### config.mk
export PLATFORM = sky130hd
export DESIGN_NAME = spi_slave_core
export DESIGN_NICKNAME = d
export VERILOG_FILES = /design/src/shared/spi_slave_pkg.sv /design/src/hdl/spi_slave_core.sv /design/src/hdl/pin_sync.sv
export VERILOG_INCLUDE_DIRS = /design/src /design/src/shared
export SDC_FILE = /design/constraint.sdc
export NUM_CORES = 1
export LEC_CHECK = 0
export BUFFER_PORTS_ARGS = -buffer_cell sky130_fd_sc_hd__clkbuf_2
export CAP_MARGIN = 25
export CELL_PAD_IN_SITES_DETAIL_PLACEMENT = 0
export CELL_PAD_IN_SITES_GLOBAL_PLACEMENT = 1
export CORE_MARGIN = 2
export CORE_UTILIZATION = 44
export CTS_CLUSTER_DIAMETER = 150
export CTS_CLUSTER_SIZE = 30
export DETAILED_ROUTE_END_ITERATION = 6
export GPL_ROUTABILITY_DRIVEN = 1
export PLACE_DENSITY_LB_ADDON = 0.3
export SYNTH_ARGS = -nofsm -noshare
export SYNTH_HDL_FRONTEND = slang
export SYNTH_SLANG_ARGS = --single-unit
export TNS_END_PERCENT = 50
### constraint.sdc
create_clock -name core_clk_i -period 5.8 [get_ports core_clk_i]
set_clock_uncertainty 0.1 [all_clocks]
set_input_delay 0.58 -clock core_clk_i [delete_from_list [all_inputs] [get_ports core_clk_i]]
set_output_delay 0.58 -clock core_clk_i [all_outputs]
set_load 0.03 [all_outputs]
### src/shared/spi_slave_defs.svh
// Constants for the serial peripheral slave core: widths, field positions, reset values.
`ifndef SPI_SLAVE_DEFS_SVH
`define SPI_SLAVE_DEFS_SVH

// Number of bits in one serial frame.
`define SPI_FRAME_BITS 8
// Last bit index of a frame counter.
`define SPI_LAST_BIT 3'h7

// Field positions in the serial control register.
`define SPI_CTRL_IRQ_EN_POS 7
`define SPI_CTRL_PORT_EN_POS 6
`define SPI_CTRL_MASTER_POS 4
`define SPI_CTRL_IDLE_POS 3
`define SPI_CTRL_CAPTURE_POS 2

// Field positions in the control/status register.
`define SPI_CSR_DONE_POS 7
`define SPI_CSR_WRITE_COLLISION_FLAG_POS 6
`define SPI_CSR_OVR_POS 5
`define SPI_CSR_MODE_FAULT_FLAG_POS 4

// Reset values.
`define SPI_CTRL_RESET 8'h00
`define SPI_CSR_RESET 8'h00
`define SPI_DATA_RESET 8'h00
// Pin synchroniser reset levels: select high, clock low, data low.
`define SPI_PIN_RESET 3'h4

`endif

### src/shared/spi_slave_pkg.sv
// Types shared by the serial peripheral slave core.
`default_nettype none
package spi_slave_pkg;

  // Serial control register layout, most significant bit first.
  typedef struct packed {
    logic irq_en;
    logic port_en;
    logic div_en;
    logic master_sel;
    logic idle_level;
    logic capture_edge;
    logic [1:0] rate;
  } ctrl_reg_type;

  // Control/status register layout, most significant bit first.
  typedef struct packed {
    logic done;
    logic write_collision_flag;
    logic overrun_flag;
    logic mode_fault_flag;
    logic rsvd;
    logic out_dis;
    logic sel_src;
    logic soft_sel;
  } csr_reg_type;

  // Synchronised pin levels.
  typedef struct packed {
    logic sel_n;
    logic sck;
    logic mosi;
  } pins_type;

endpackage : spi_slave_pkg
`default_nettype wire

### src/hdl/spi_slave_core.sv
// Serial peripheral slave core with transfer flag handling and error flags.
//
// Function
// RULE_01 - Done flag clears after status access while set, then data read or write.
// RULE_02 - While done flag set, data writes ignored until status register read.
// RULE_03 - In slave mode the serial clock is an input from the master.
// RULE_04 - Software sets idle level and capture edge, then slave mode with port on.
// RULE_05 - Master holds select low per byte or per exchange, by capture edge.
// RULE_06 - Data write loads the shift register; bits leave on MISO, MSB first.
// RULE_07 - A slave transfer begins only on serial clock edges from the master.
// RULE_08 - Byte completion sets done flag; interrupt if enabled and CPU unmasked.
// RULE_09 - Software must clear done before a second byte completes.
// RULE_10 - Idle level and capture edge together choose the capture clock edge.
// RULE_11 - The idle clock line is pulled to the selected idle level.
// RULE_12 - Software disables the port before changing the idle level.
// RULE_13 - Master with select low sets mode fault; interrupt if enabled.
// RULE_14 - Mode fault clears port enable and master select.
// RULE_15 - Mode fault clears after status read while set, then control write.
// RULE_16 - While mode fault set, port and master bits cannot be set outside clearing.
// RULE_17 - Select held high during the mode fault clearing sequence.
// RULE_18 - Byte completing while done flag still set raises overrun.
// RULE_19 - On overrun the receive buffer keeps the first byte; later bytes lost.
// RULE_20 - Overrun flag clears on a status register read.
// RULE_21 - Data write during a transfer is discarded and sets write collision only.
// RULE_22 - Wait mode changes nothing; halt freezes all state; the pin synchroniser keeps sampling the pins during halt.
// RULE_23 - Select source bit picks the soft select level over the pin.
// RULE_24 - Interrupt enable gates one request from done, fault or overrun.
// RULE_25 - Received byte enters the receive buffer as the done flag sets.
`timescale 1ns/100ps
`default_nettype none
`include "spi_slave_defs.svh"
module spi_slave_core #(
  parameter int FRAME_BITS = `SPI_FRAME_BITS
) (
  input wire logic core_clk_i,
  input wire logic srst_i,
  // Register access strobes from the CPU, one cycle each.
  input wire logic ctrl_wr_i,
  input wire logic csr_rd_i,
  input wire logic csr_wr_i,
  input wire logic data_rd_i,
  input wire logic data_wr_i,
  input wire logic [7:0] wdata_i,
  output spi_slave_pkg::ctrl_reg_type ctrl_o,
  output spi_slave_pkg::csr_reg_type csr_o,
  output logic [7:0] data_o,
  // CPU side power and interrupt signals.
  input wire logic cpu_irq_mask_i,
  input wire logic halt_i,
  output logic irq_o,
  output logic halt_wake_o,
  // Serial pins.
  input wire logic sck_i,
  input wire logic mosi_i,
  input wire logic sel_n_i,
  output logic miso_o,
  output logic miso_oe_o
);

  // ==========================================================================
  // Pin synchronisation
  // ==========================================================================

  spi_slave_pkg::pins_type pins_raw;
  spi_slave_pkg::pins_type pins;

  // Pins arrive from the master's clock domain and pass two flip-flops.
  assign pins_raw = '{sel_n: sel_n_i, sck: sck_i, mosi: mosi_i}; // [RULE_03]

  pin_sync #(
    .WIDTH(3),
    .RESET_VAL(`SPI_PIN_RESET)
  ) u_pin_sync (
    .core_clk_i(core_clk_i),
    .srst_i(srst_i),
    .async_i(pins_raw),
    .sync_o(pins)
  );

  // ==========================================================================
  // Register state
  // ==========================================================================

  spi_slave_pkg::ctrl_reg_type ctrl_q;
  spi_slave_pkg::ctrl_reg_type ctrl_d;
  logic [2:0] cfg_q;
  logic [2:0] cfg_d;
  logic done_q;
  logic done_d;
  logic write_collision_flag_q;
  logic write_collision_flag_d;
  logic ovr_q;
  logic ovr_d;
  logic mode_fault_flag_q;
  logic mode_fault_flag_d;
  logic done_armed_q;
  logic done_armed_d;
  logic csr_seen_q;
  logic csr_seen_d;
  logic write_collision_flag_armed_q;
  logic write_collision_flag_armed_d;
  logic mode_fault_flag_armed_q;
  logic mode_fault_flag_armed_d;
  logic [7:0] rx_buf_q;
  logic [7:0] rx_buf_d;

  // ==========================================================================
  // Serial state
  // ==========================================================================

  logic [FRAME_BITS-1:0] tx_q;
  logic [FRAME_BITS-1:0] tx_d;
  logic [FRAME_BITS-1:0] rx_q;
  logic [FRAME_BITS-1:0] rx_d;
  logic [2:0] cnt_q;
  logic [2:0] cnt_d;
  logic busy_q;
  logic busy_d;
  logic sck_prev_q;
  logic sck_prev_d;

  // ==========================================================================
  // Decode of selection, clock edges and accesses
  // ==========================================================================

  logic sel_low;
  logic slave_on;
  logic sck_change;
  logic lead_edge;
  logic trail_edge;
  logic sample_edge;
  logic drive_edge;
  logic busy_eff;
  logic wr_take;
  logic collide;
  logic load;
  logic complete;
  logic done_clr;
  logic fault;

  // Internal select: the soft level when chosen, else the pin; low means selected.
  assign sel_low = cfg_q[1] ? ~cfg_q[0] : ~pins.sel_n; // [RULE_23]
  assign slave_on = ctrl_q.port_en & ~ctrl_q.master_sel & sel_low;

  // Leading edge leaves the idle level, trailing edge returns to it.
  assign sck_change = pins.sck ^ sck_prev_q;
  assign lead_edge = sck_change & (sck_prev_q == ctrl_q.idle_level);
  assign trail_edge = sck_change & (sck_prev_q != ctrl_q.idle_level);

  // Capture on the first or second transition, drive on the other one.
  assign sample_edge = ctrl_q.capture_edge ? trail_edge : lead_edge; // [RULE_10]
  assign drive_edge = ctrl_q.capture_edge ? lead_edge : trail_edge; // [RULE_10]

  // First-edge capture counts as busy for the whole selected time.
  assign busy_eff = busy_q | (slave_on & ~ctrl_q.capture_edge);

  // Writes are inhibited while done is set until the status register is read.
  assign wr_take = data_wr_i & ~(done_q & ~csr_seen_q) & ~halt_i; // [RULE_02]
  assign collide = wr_take & busy_eff; // [RULE_21]
  assign load = wr_take & ~busy_eff; // [RULE_06]

  // The eighth capture edge of a selected frame completes a byte.
  assign complete = slave_on & sample_edge & (cnt_q == `SPI_LAST_BIT) & ~halt_i; // [RULE_07]

  // Done clears on a data access once the status register was accessed.
  assign done_clr = done_armed_q & (data_rd_i | data_wr_i) & ~halt_i; // [RULE_01]

  // A master that sees its select low has a mode fault.
  assign fault = ctrl_q.master_sel & sel_low & ~halt_i; // [RULE_13]

  // ==========================================================================
  // Shift engine
  // ==========================================================================

  // Next state of the shifters, bit counter and busy flag.
  always_comb begin
    tx_d = tx_q;
    rx_d = rx_q;
    cnt_d = cnt_q;
    busy_d = busy_q;
    sck_prev_d = sck_prev_q;
    if (!halt_i) begin // [RULE_22]
      sck_prev_d = pins.sck;
      if (!slave_on) begin
        // Deselection or a disabled port abandons a partial byte.
        cnt_d = 3'h0;
        busy_d = 1'b0;
      end else begin
        if (lead_edge || trail_edge) begin
          busy_d = 1'b1; // [RULE_07]
        end
        if (sample_edge) begin
          rx_d = {rx_q[FRAME_BITS-2:0], pins.mosi};
          if (cnt_q == `SPI_LAST_BIT) begin
            cnt_d = 3'h0;
            busy_d = 1'b0;
            // The shifter keeps the byte just received, so an unwritten slave echoes it.
            tx_d = {rx_q[FRAME_BITS-2:0], pins.mosi}; // [RULE_06]
          end else begin
            cnt_d = cnt_q + 3'h1;
          end
        end
        // A drive edge before the first or after the last capture shifts nothing.
        if (drive_edge && (cnt_q != 3'h0)) begin
          tx_d = {tx_q[FRAME_BITS-2:0], 1'b0}; // [RULE_06]
        end
      end
      if (load) begin
        tx_d = wdata_i; // [RULE_06]
      end
    end
  end

  // Registers of the shift engine.
  always_ff @(posedge core_clk_i) begin
    if (srst_i) begin
      tx_q <= `SPI_DATA_RESET;
      rx_q <= `SPI_DATA_RESET;
      cnt_q <= 3'h0;
      busy_q <= 1'b0;
      sck_prev_q <= 1'b0;
    end else begin
      tx_q <= tx_d;
      rx_q <= rx_d;
      cnt_q <= cnt_d;
      busy_q <= busy_d;
      sck_prev_q <= sck_prev_d;
    end
  end

  // ==========================================================================
  // Registers and flags
  // ==========================================================================

  // Next values of the control bits, configuration bits and status flags.
  always_comb begin
    ctrl_d = ctrl_q;
    cfg_d = cfg_q;
    done_d = done_q;
    write_collision_flag_d = write_collision_flag_q;
    ovr_d = ovr_q;
    mode_fault_flag_d = mode_fault_flag_q;
    done_armed_d = done_armed_q;
    csr_seen_d = csr_seen_q;
    write_collision_flag_armed_d = write_collision_flag_armed_q;
    mode_fault_flag_armed_d = mode_fault_flag_armed_q;
    rx_buf_d = rx_buf_q;
    if (!halt_i) begin // [RULE_22]
      // Control write; a pending fault keeps port and master bits low.
      if (ctrl_wr_i) begin
        ctrl_d = wdata_i;
        if (mode_fault_flag_q && !mode_fault_flag_armed_q) begin
          ctrl_d.port_en = 1'b0; // [RULE_16]
          ctrl_d.master_sel = 1'b0; // [RULE_16]
        end
      end
      if (csr_wr_i) begin
        cfg_d = wdata_i[2:0];
      end

      // Done flag: the new completion wins over a clear.
      if (done_clr) begin
        done_d = 1'b0; // [RULE_01]
        done_armed_d = 1'b0;
        csr_seen_d = 1'b0;
      end
      if ((csr_rd_i || csr_wr_i) && done_q && !done_clr) begin
        done_armed_d = 1'b1; // [RULE_01]
      end
      if (csr_rd_i && done_q && !done_clr) begin
        csr_seen_d = 1'b1; // [RULE_02]
      end
      if (complete) begin
        done_d = 1'b1; // [RULE_08]
        done_armed_d = 1'b0;
        csr_seen_d = 1'b0;
      end

      // Receive buffer keeps the first byte while done is pending.
      if (complete && !(done_q && !done_clr)) begin
        rx_buf_d = {rx_q[FRAME_BITS-2:0], pins.mosi}; // [RULE_25]
      end

      // Overrun: a status read clears, a late completion sets and wins.
      if (csr_rd_i) begin
        ovr_d = 1'b0; // [RULE_20]
      end
      if (complete && done_q && !done_clr) begin
        ovr_d = 1'b1; // [RULE_18] [RULE_19]
      end

      // Write collision: status read arms, data read clears, a collision sets.
      if (csr_rd_i && write_collision_flag_q) begin
        write_collision_flag_armed_d = 1'b1;
      end
      if (write_collision_flag_armed_q && data_rd_i) begin
        write_collision_flag_d = 1'b0;
        write_collision_flag_armed_d = 1'b0;
      end
      if (collide) begin
        write_collision_flag_d = 1'b1; // [RULE_21]
      end

      // Mode fault: status read arms, control write clears, a fault sets.
      if (csr_rd_i && mode_fault_flag_q) begin
        mode_fault_flag_armed_d = 1'b1; // [RULE_15]
      end
      if (mode_fault_flag_armed_q && ctrl_wr_i) begin
        mode_fault_flag_d = 1'b0; // [RULE_15]
        mode_fault_flag_armed_d = 1'b0;
      end
      if (fault) begin
        mode_fault_flag_d = 1'b1; // [RULE_13]
        ctrl_d.port_en = 1'b0; // [RULE_14]
        ctrl_d.master_sel = 1'b0; // [RULE_14]
      end
    end
  end

  // Registers of the CPU-facing state.
  always_ff @(posedge core_clk_i) begin
    if (srst_i) begin
      ctrl_q <= `SPI_CTRL_RESET;
      cfg_q <= 3'h0;
      done_q <= 1'b0;
      write_collision_flag_q <= 1'b0;
      ovr_q <= 1'b0;
      mode_fault_flag_q <= 1'b0;
      done_armed_q <= 1'b0;
      csr_seen_q <= 1'b0;
      write_collision_flag_armed_q <= 1'b0;
      mode_fault_flag_armed_q <= 1'b0;
      rx_buf_q <= `SPI_DATA_RESET;
    end else begin
      ctrl_q <= ctrl_d;
      cfg_q <= cfg_d;
      done_q <= done_d;
      write_collision_flag_q <= write_collision_flag_d;
      ovr_q <= ovr_d;
      mode_fault_flag_q <= mode_fault_flag_d;
      done_armed_q <= done_armed_d;
      csr_seen_q <= csr_seen_d;
      write_collision_flag_armed_q <= write_collision_flag_armed_d;
      mode_fault_flag_armed_q <= mode_fault_flag_armed_d;
      rx_buf_q <= rx_buf_d;
    end
  end

  // ==========================================================================
  // Outputs
  // ==========================================================================

  // Register views; the reserved bit reads zero.
  assign ctrl_o = ctrl_q;
  assign csr_o = '{done: done_q, write_collision_flag: write_collision_flag_q, overrun_flag: ovr_q, mode_fault_flag: mode_fault_flag_q, rsvd: 1'b0,
                   out_dis: cfg_q[2], sel_src: cfg_q[1], soft_sel: cfg_q[0]};
  assign data_o = rx_buf_q;

  // One request for done, fault and overrun; collision never interrupts.
  assign irq_o = ctrl_q.irq_en & (done_q | mode_fault_flag_q | ovr_q) & ~cpu_irq_mask_i; // [RULE_24] [RULE_08]

  // While halted, selected clock activity asks the system to wake.
  assign halt_wake_o = halt_i & slave_on & sck_change; // [RULE_22]

  // MISO carries the shifter's top bit while selected and enabled.
  assign miso_o = tx_q[FRAME_BITS-1]; // [RULE_06]
  assign miso_oe_o = slave_on & ~cfg_q[2];

endmodule : spi_slave_core
`default_nettype wire

### src/hdl/pin_sync.sv
// Two-stage synchroniser for pins that arrive from outside the core clock domain.
`timescale 1ns/100ps
`default_nettype none
module pin_sync #(
  parameter int WIDTH = 3,
  parameter logic [WIDTH-1:0] RESET_VAL = '0
) (
  input wire logic core_clk_i,
  input wire logic srst_i,
  input wire logic [WIDTH-1:0] async_i,
  output logic [WIDTH-1:0] sync_o
);

  logic [WIDTH-1:0] meta_q;
  logic [WIDTH-1:0] meta_d;
  logic [WIDTH-1:0] sync_q;
  logic [WIDTH-1:0] sync_d;

  // The first stage feeds only the second stage.
  always_comb begin
    meta_d = async_i;
    sync_d = meta_q;
  end

  // Both stages take the idle pin levels under reset.
  always_ff @(posedge core_clk_i) begin
    if (srst_i) begin
      meta_q <= RESET_VAL;
      sync_q <= RESET_VAL;
    end else begin
      meta_q <= meta_d;
      sync_q <= sync_d;
    end
  end

  assign sync_o = sync_q;

endmodule : pin_sync
`default_nettype wire

==> After elaboration in Yosys (flattened, before gate mapping) <==
Index checks and enable logic that the tools add are counted.
{ "op_classes": {"div_mod_pow": 0, "add_sub_neg": 1, "eq_ne": 4, "n_reduce_logical": 47, "n_lt_le_gt_ge": 0, "mul": 0, "bitwise_logic": 37, "muxes": 36, "shift": 0} }
{ "ops": {"columns": ["operator", "count"], "rows": [
  ["$mux 8", 5],
  ["$mux 1", 27],
  ["$reduce_and 2->1", 13],
  ["$and 1x1->1", 22],
  ["$reduce_bool 2->1", 8],
  ["$reduce_bool 3->1", 5],
  ["$logic_and 1x1->1", 14],
  ["$not 1->1", 10],
  ["$mux 3", 3],
  ["$mux 7", 1],
  ["$or 1x1->1", 4],
  ["$reduce_and 4->1", 1],
  ["$add 3x1->3 const B", 1],
  ["$eq 3x3->1 const B", 1],
  ["$logic_not 1->1", 3],
  ["$reduce_and 3->1", 1],
  ["$logic_or 1x1->1", 2],
  ["$ne 2x1->1 const B", 1],
  ["$eq 1x1->1", 1],
  ["$ne 1x1->1", 1],
  ["$xor 1x1->1", 1]
]} }
{ "totals": {"mem_count": 0, "ramBits": 0, "register_bits": 53, "rom_bits": 0, "latch_bits": 0, "out_inout_bits": 28, "in_bits": 20} }

==> Logic depth before layout (Yosys ltp) <==
{ "depth": {"word_depth": 10, "depth_mapped": 8, "ltp_nobuf": 7} }

==> Hierarchy <==
Synthesis repeated with hierarchy kept, for this count alone.
{ "hier_totals": {"hier_cells": 257, "hier_area_um2": 2333.5} }
{ "modules_own_cells": {"columns": ["module", "cells_per_inst", "instances", "seq_area_each_um2", "area_each_um2"], "rows": [
  ["spi_slave_core", 245, 1, 940.9, 2175.8],
  ["pin_sync", 12, 1, 120.1, 157.7]
]} }

==> Least setup slack after synthesis <==
No wires, ideal clock.
{ "synth_path": {"kind": "register -> output", "start": "reg cfg_q[1]", "end": "out halt_wake_o", "path_stages_with_launch": 4, "path_buffers": 0, "t_arrival_ps": 1879, "slack_ps": 3241, "path_cell_list": "dfxtp_1 > mux2i_4 > nand3b_1 > a211oi_1"} }
{ "synth_between": {"elab_chain_cells": 4} }
{ "synth_rtl": {"columns": ["item", "line_no", "rtl"], "rows": [
  ["start: declaration", "spi_slave_core.sv:86", "logic [2:0] cfg_q;"],
  ["start signal: assignment", "spi_slave_core.sv:336", "cfg_q <= cfg_d;"],
  ["$mux 1", "spi_slave_core.sv:142", "assign sel_low = cfg_q[1] ? ~cfg_q[0] : ~pins.sel_n;"],
  ["$and 1x1->1", "spi_slave_core.sv:143", "assign slave_on = ctrl_q.port_en & ~ctrl_q.master_sel & sel_low;"],
  ["$and 1x1->1 (2 in a row)", "spi_slave_core.sv:363", "assign halt_wake_o = halt_i & slave_on & sck_change;"],
  ["end: declaration", "spi_slave_core.sv:51", "output logic halt_wake_o,"]
]} }
Every way passes these cells.

==> Worst setup path after layout <==
Same ends and word-level chain as after synthesis.

==> out/results.ini <==
[synthesis]
post_synth_fa_ha_maj_area_fraction_pct=1.60
ys_types=42
synth_compound_area_share_pct=14.5
synth.yosys.warnings=0
syn-cell-area_um2=2350
synthDominantCellAreaShare_pct=45.2
synth-seq-cells=53
yosysSeqAreaShare_pct=45.2
gate_count_after_technology_mapping=260
synth_simple_gate_area_share_pct=22.7
post_synthesis_share_of_cell_area_spent_on_xor_and_xnor_gates_pct=0.373
synthFlopType=dfxtp_1
count_of_flip_flops_with_a_built_in_enable_after_synthesis=0
syn_area_per_cell_um2=9.03
synth_top_family_by_area=simple AND/OR/NAND/NOR gates
synth_area_leaders=dfxtp_1 45%, mux2i_1 8.5%, nor2_1 6.2%, nand2_1 3.8%, a21oi_1 3.2%
synthesis.nets=283
synth.area.mux_share_pct=9.96
synthDominantAreaCellType=dfxtp_1
synth-async-reset-ratio_pct=0

[sta]
slew_headroom_pct=36.0
fmax_mhz=394
finalCritPeriodShare_pct=43.8
slew_viol_final=0
unrepaired_setup_endpoints_after_global_routing=no
timing.final.crit_period_ns=2.54
report.final.setup_viol=0
totalNegativeSetupSlack_ns=0
final-hold-violation-count=0
slew_of_the_pin_with_the_lowest_slew_margin_ns=0.959

[global_routing]
grt_pass1_wl_um=8200
grt_max_degree=44
gr-usage-all-layers_pct=17.3
globalRouteOverflowTotal=0
number_of_antenna_violations_at_the_first_check_in_global_routing=0
via_count_of_the_first_global_routing_pass=1707

[worst_setup_path]
endpoint_kind=output port
slowest_stage=dfxtp_1
cell_by_cell_trace_of_the_critical_path=mux2i_4, nand3b_1, a211oi_1, clkbuf_2
setup.worst_path.start_class=flip-flop
path_max_fanout=6
required_ns=5.12
cp_slowest_stage_delay_ns=0.42
criticalPathCategory=flip-flop to output port
worstPathArrival_ns=1.86

[clock_network]
cts_buffers=5
insertion_delay_ns=0.31
clk_root_buffer_cell=clkbuf_8
cts_hold_buffers=0
post_cts_resized=0
cts.sinks=53
cts.reportedPaths.clkPinSlew_ns=0.10
cts_tree=yes
bufs_on_longest_clock_path=2
cts_post_setup_buffers_inserted=0
cts-htree-levels=2

[cells_and_area]
finished_layout_cell_area_um2=2690
fill_cells=528
area_delta_synth_final_pct=14.5
nets=319
post_route_cells_drive_above_1_share_pct=21.2
antennaDiodeCount=0

[floorplan]
initial_utilization_pct=45.7
io_pins=48
num_rows=26
die_w_um=77.1
die_h_um=77.1
placeable_area_um2=5140
die_area_um2=5940

[placement]
detailed_place.area_um2=2580
buffer_ports.inserted=46
globalplace.congestion=0.753
dp.final_hpwl_um=3590

[detailed_routing]
routed_via_density=5.07
detail_route.iter0.violations=94
drc=0
num_vias=1859
detail_route.wl_per_cell_um=13.7
antenna_violating_nets_post_route=0
dr.pass1.iters=4
drt_wirelength_um=5010

[power_and_ir_drop]
total_leakage_power_nw=1.11
p_per_area_nw_per_um2=257
ir_worst_vdd_mv=0.142

[flow_run]
max-cap-violations=0

[min_path]
min-delay-path-class=flip-flop to flip-flop

[status]
result_of_the_run=completed

-- stage by stage --
step	hold WS, ns	power (mW)	std cells	util (%)	worst slack [ns]
after floorplan	0.289	0.427	260	-	3.24
after global placement	0.293	0.446	359	50.2	3.15
after detailed placement	0.295	0.446	359	50.2	3.09
after CTS	0.319	0.697	367	52.3	3.23
after global routing	0.328	0.716	367	52.3	3.09
final	0.318	0.691	367	52.3	3.26
-- per-layer routing --
metal | GRT usage (%) | part of all wire (%) | vias up
met2 | 28.2 | 44 | 44
met4 | 5.89 | 1.3 | 0
met3 | 4.35 | 5.0 | 4
met1 | 22.3 | 49 | 850
li1 | - | - | 961
met5 | 0 | 0 | -
-- worst max-delay path, delay by kind of cell, from the launching register on --
family / cells / cell delay (ns)
compound gates: 1 / 0.26
simple gates: 1 / 0.27
flops: 1 / 0.42
mux: 1 / 0.35
buf+inv: 1 / 0.25
-- power by group --
| part | switching (mW) | internal (mW) |
|---|---|---|
| sequential | 0.00660 | 0.373 |
| combinational | 0.0370 | 0.0206 |
| clock | 0.125 | 0.130 |
-- placed cells by master (no fill, tap or decap), types with 8 or more instances in the layout --
| master | netlist | layout |
|---|---|---|
| inv_1 | 10 | 10 |
| clkbuf_2 | 0 | 46 |
| dfxtp_1 | 53 | 53 |
| nand2b_1 | 8 | 8 |
| nand2_1 | 24 | 24 |
| mux2i_1 | 20 | 20 |
| nor2b_1 | 8 | 8 |
| nor2_1 | 39 | 39 |
| a21oi_1 | 15 | 15 |
-- cells in the mapped netlist (7+ instances only) --
cell type,count
nand2b_1,8
o31ai_1,7
o32ai_1,7
or3_1,7
nor2b_1,8
clkbuf_1,8
mux2i_1,20
dfxtp_1,53
nand2_1,24
nor2_1,39
a21oi_1,15
inv_1,10
-- cell families (layout without fill, tap and decap cells) --
| kind of cell | count (synthesis) | count (layout) |
|---|---|---|
| buffers and inverters | 28 | 65 |
| XOR/XNOR | 1 | 1 |
| flip-flops | 53 | 53 |
| adder cells (fa/ha/maj) | 3 | 3 |
| AND/OR/NAND/NOR | 104 | 104 |
| other | 1 | 1 |
| multiplexers | 22 | 22 |
| AO/OA/AOI/OAI | 48 | 48 |
-- state kept, by name, summed over array words and instances, names as in the netlist, 3 cells and up --
signal             count
ctrl_o                 8
data_o                 8
tx_q                   8
rx_q                   7
cfg_q                  3
cnt_q                  3
u_pin_sync.meta_q      3
u_pin_sync.sync_o      3
-- worst paths after layout --
kind | depth (start not counted) | slack [ns] | start | to
worst max-delay path | 4 | 3.26 | cfg_q[1] | halt_wake_o
worst min-delay path | 1 | 0.32 | u_pin_sync.meta_q[2] | u_pin_sync.sync_o[2]
worst max register to register | 5 | 3.34 | cfg_q[1] | rx_q[3]
worst min register to register | 1 | 0.32 | u_pin_sync.meta_q[2] | u_pin_sync.sync_o[2]
-- cell type report --
cell class / count / area (µm²) / area share [%]
Multi-Input combinational cell: 179 / 1160 / 43.1
Timing Repair Buffer: 46 / 230 / 8.56
Sequential cell: 53 / 1060 / 39.4
Tap cell: 70 / 87.6 / 3.26
Inverter: 11 / 41.3 / 1.53
Clock inverter: 2 / 38.8 / 1.44
Clock buffer: 6 / 72.6 / 2.70
(Power assumes the default switching activity.)
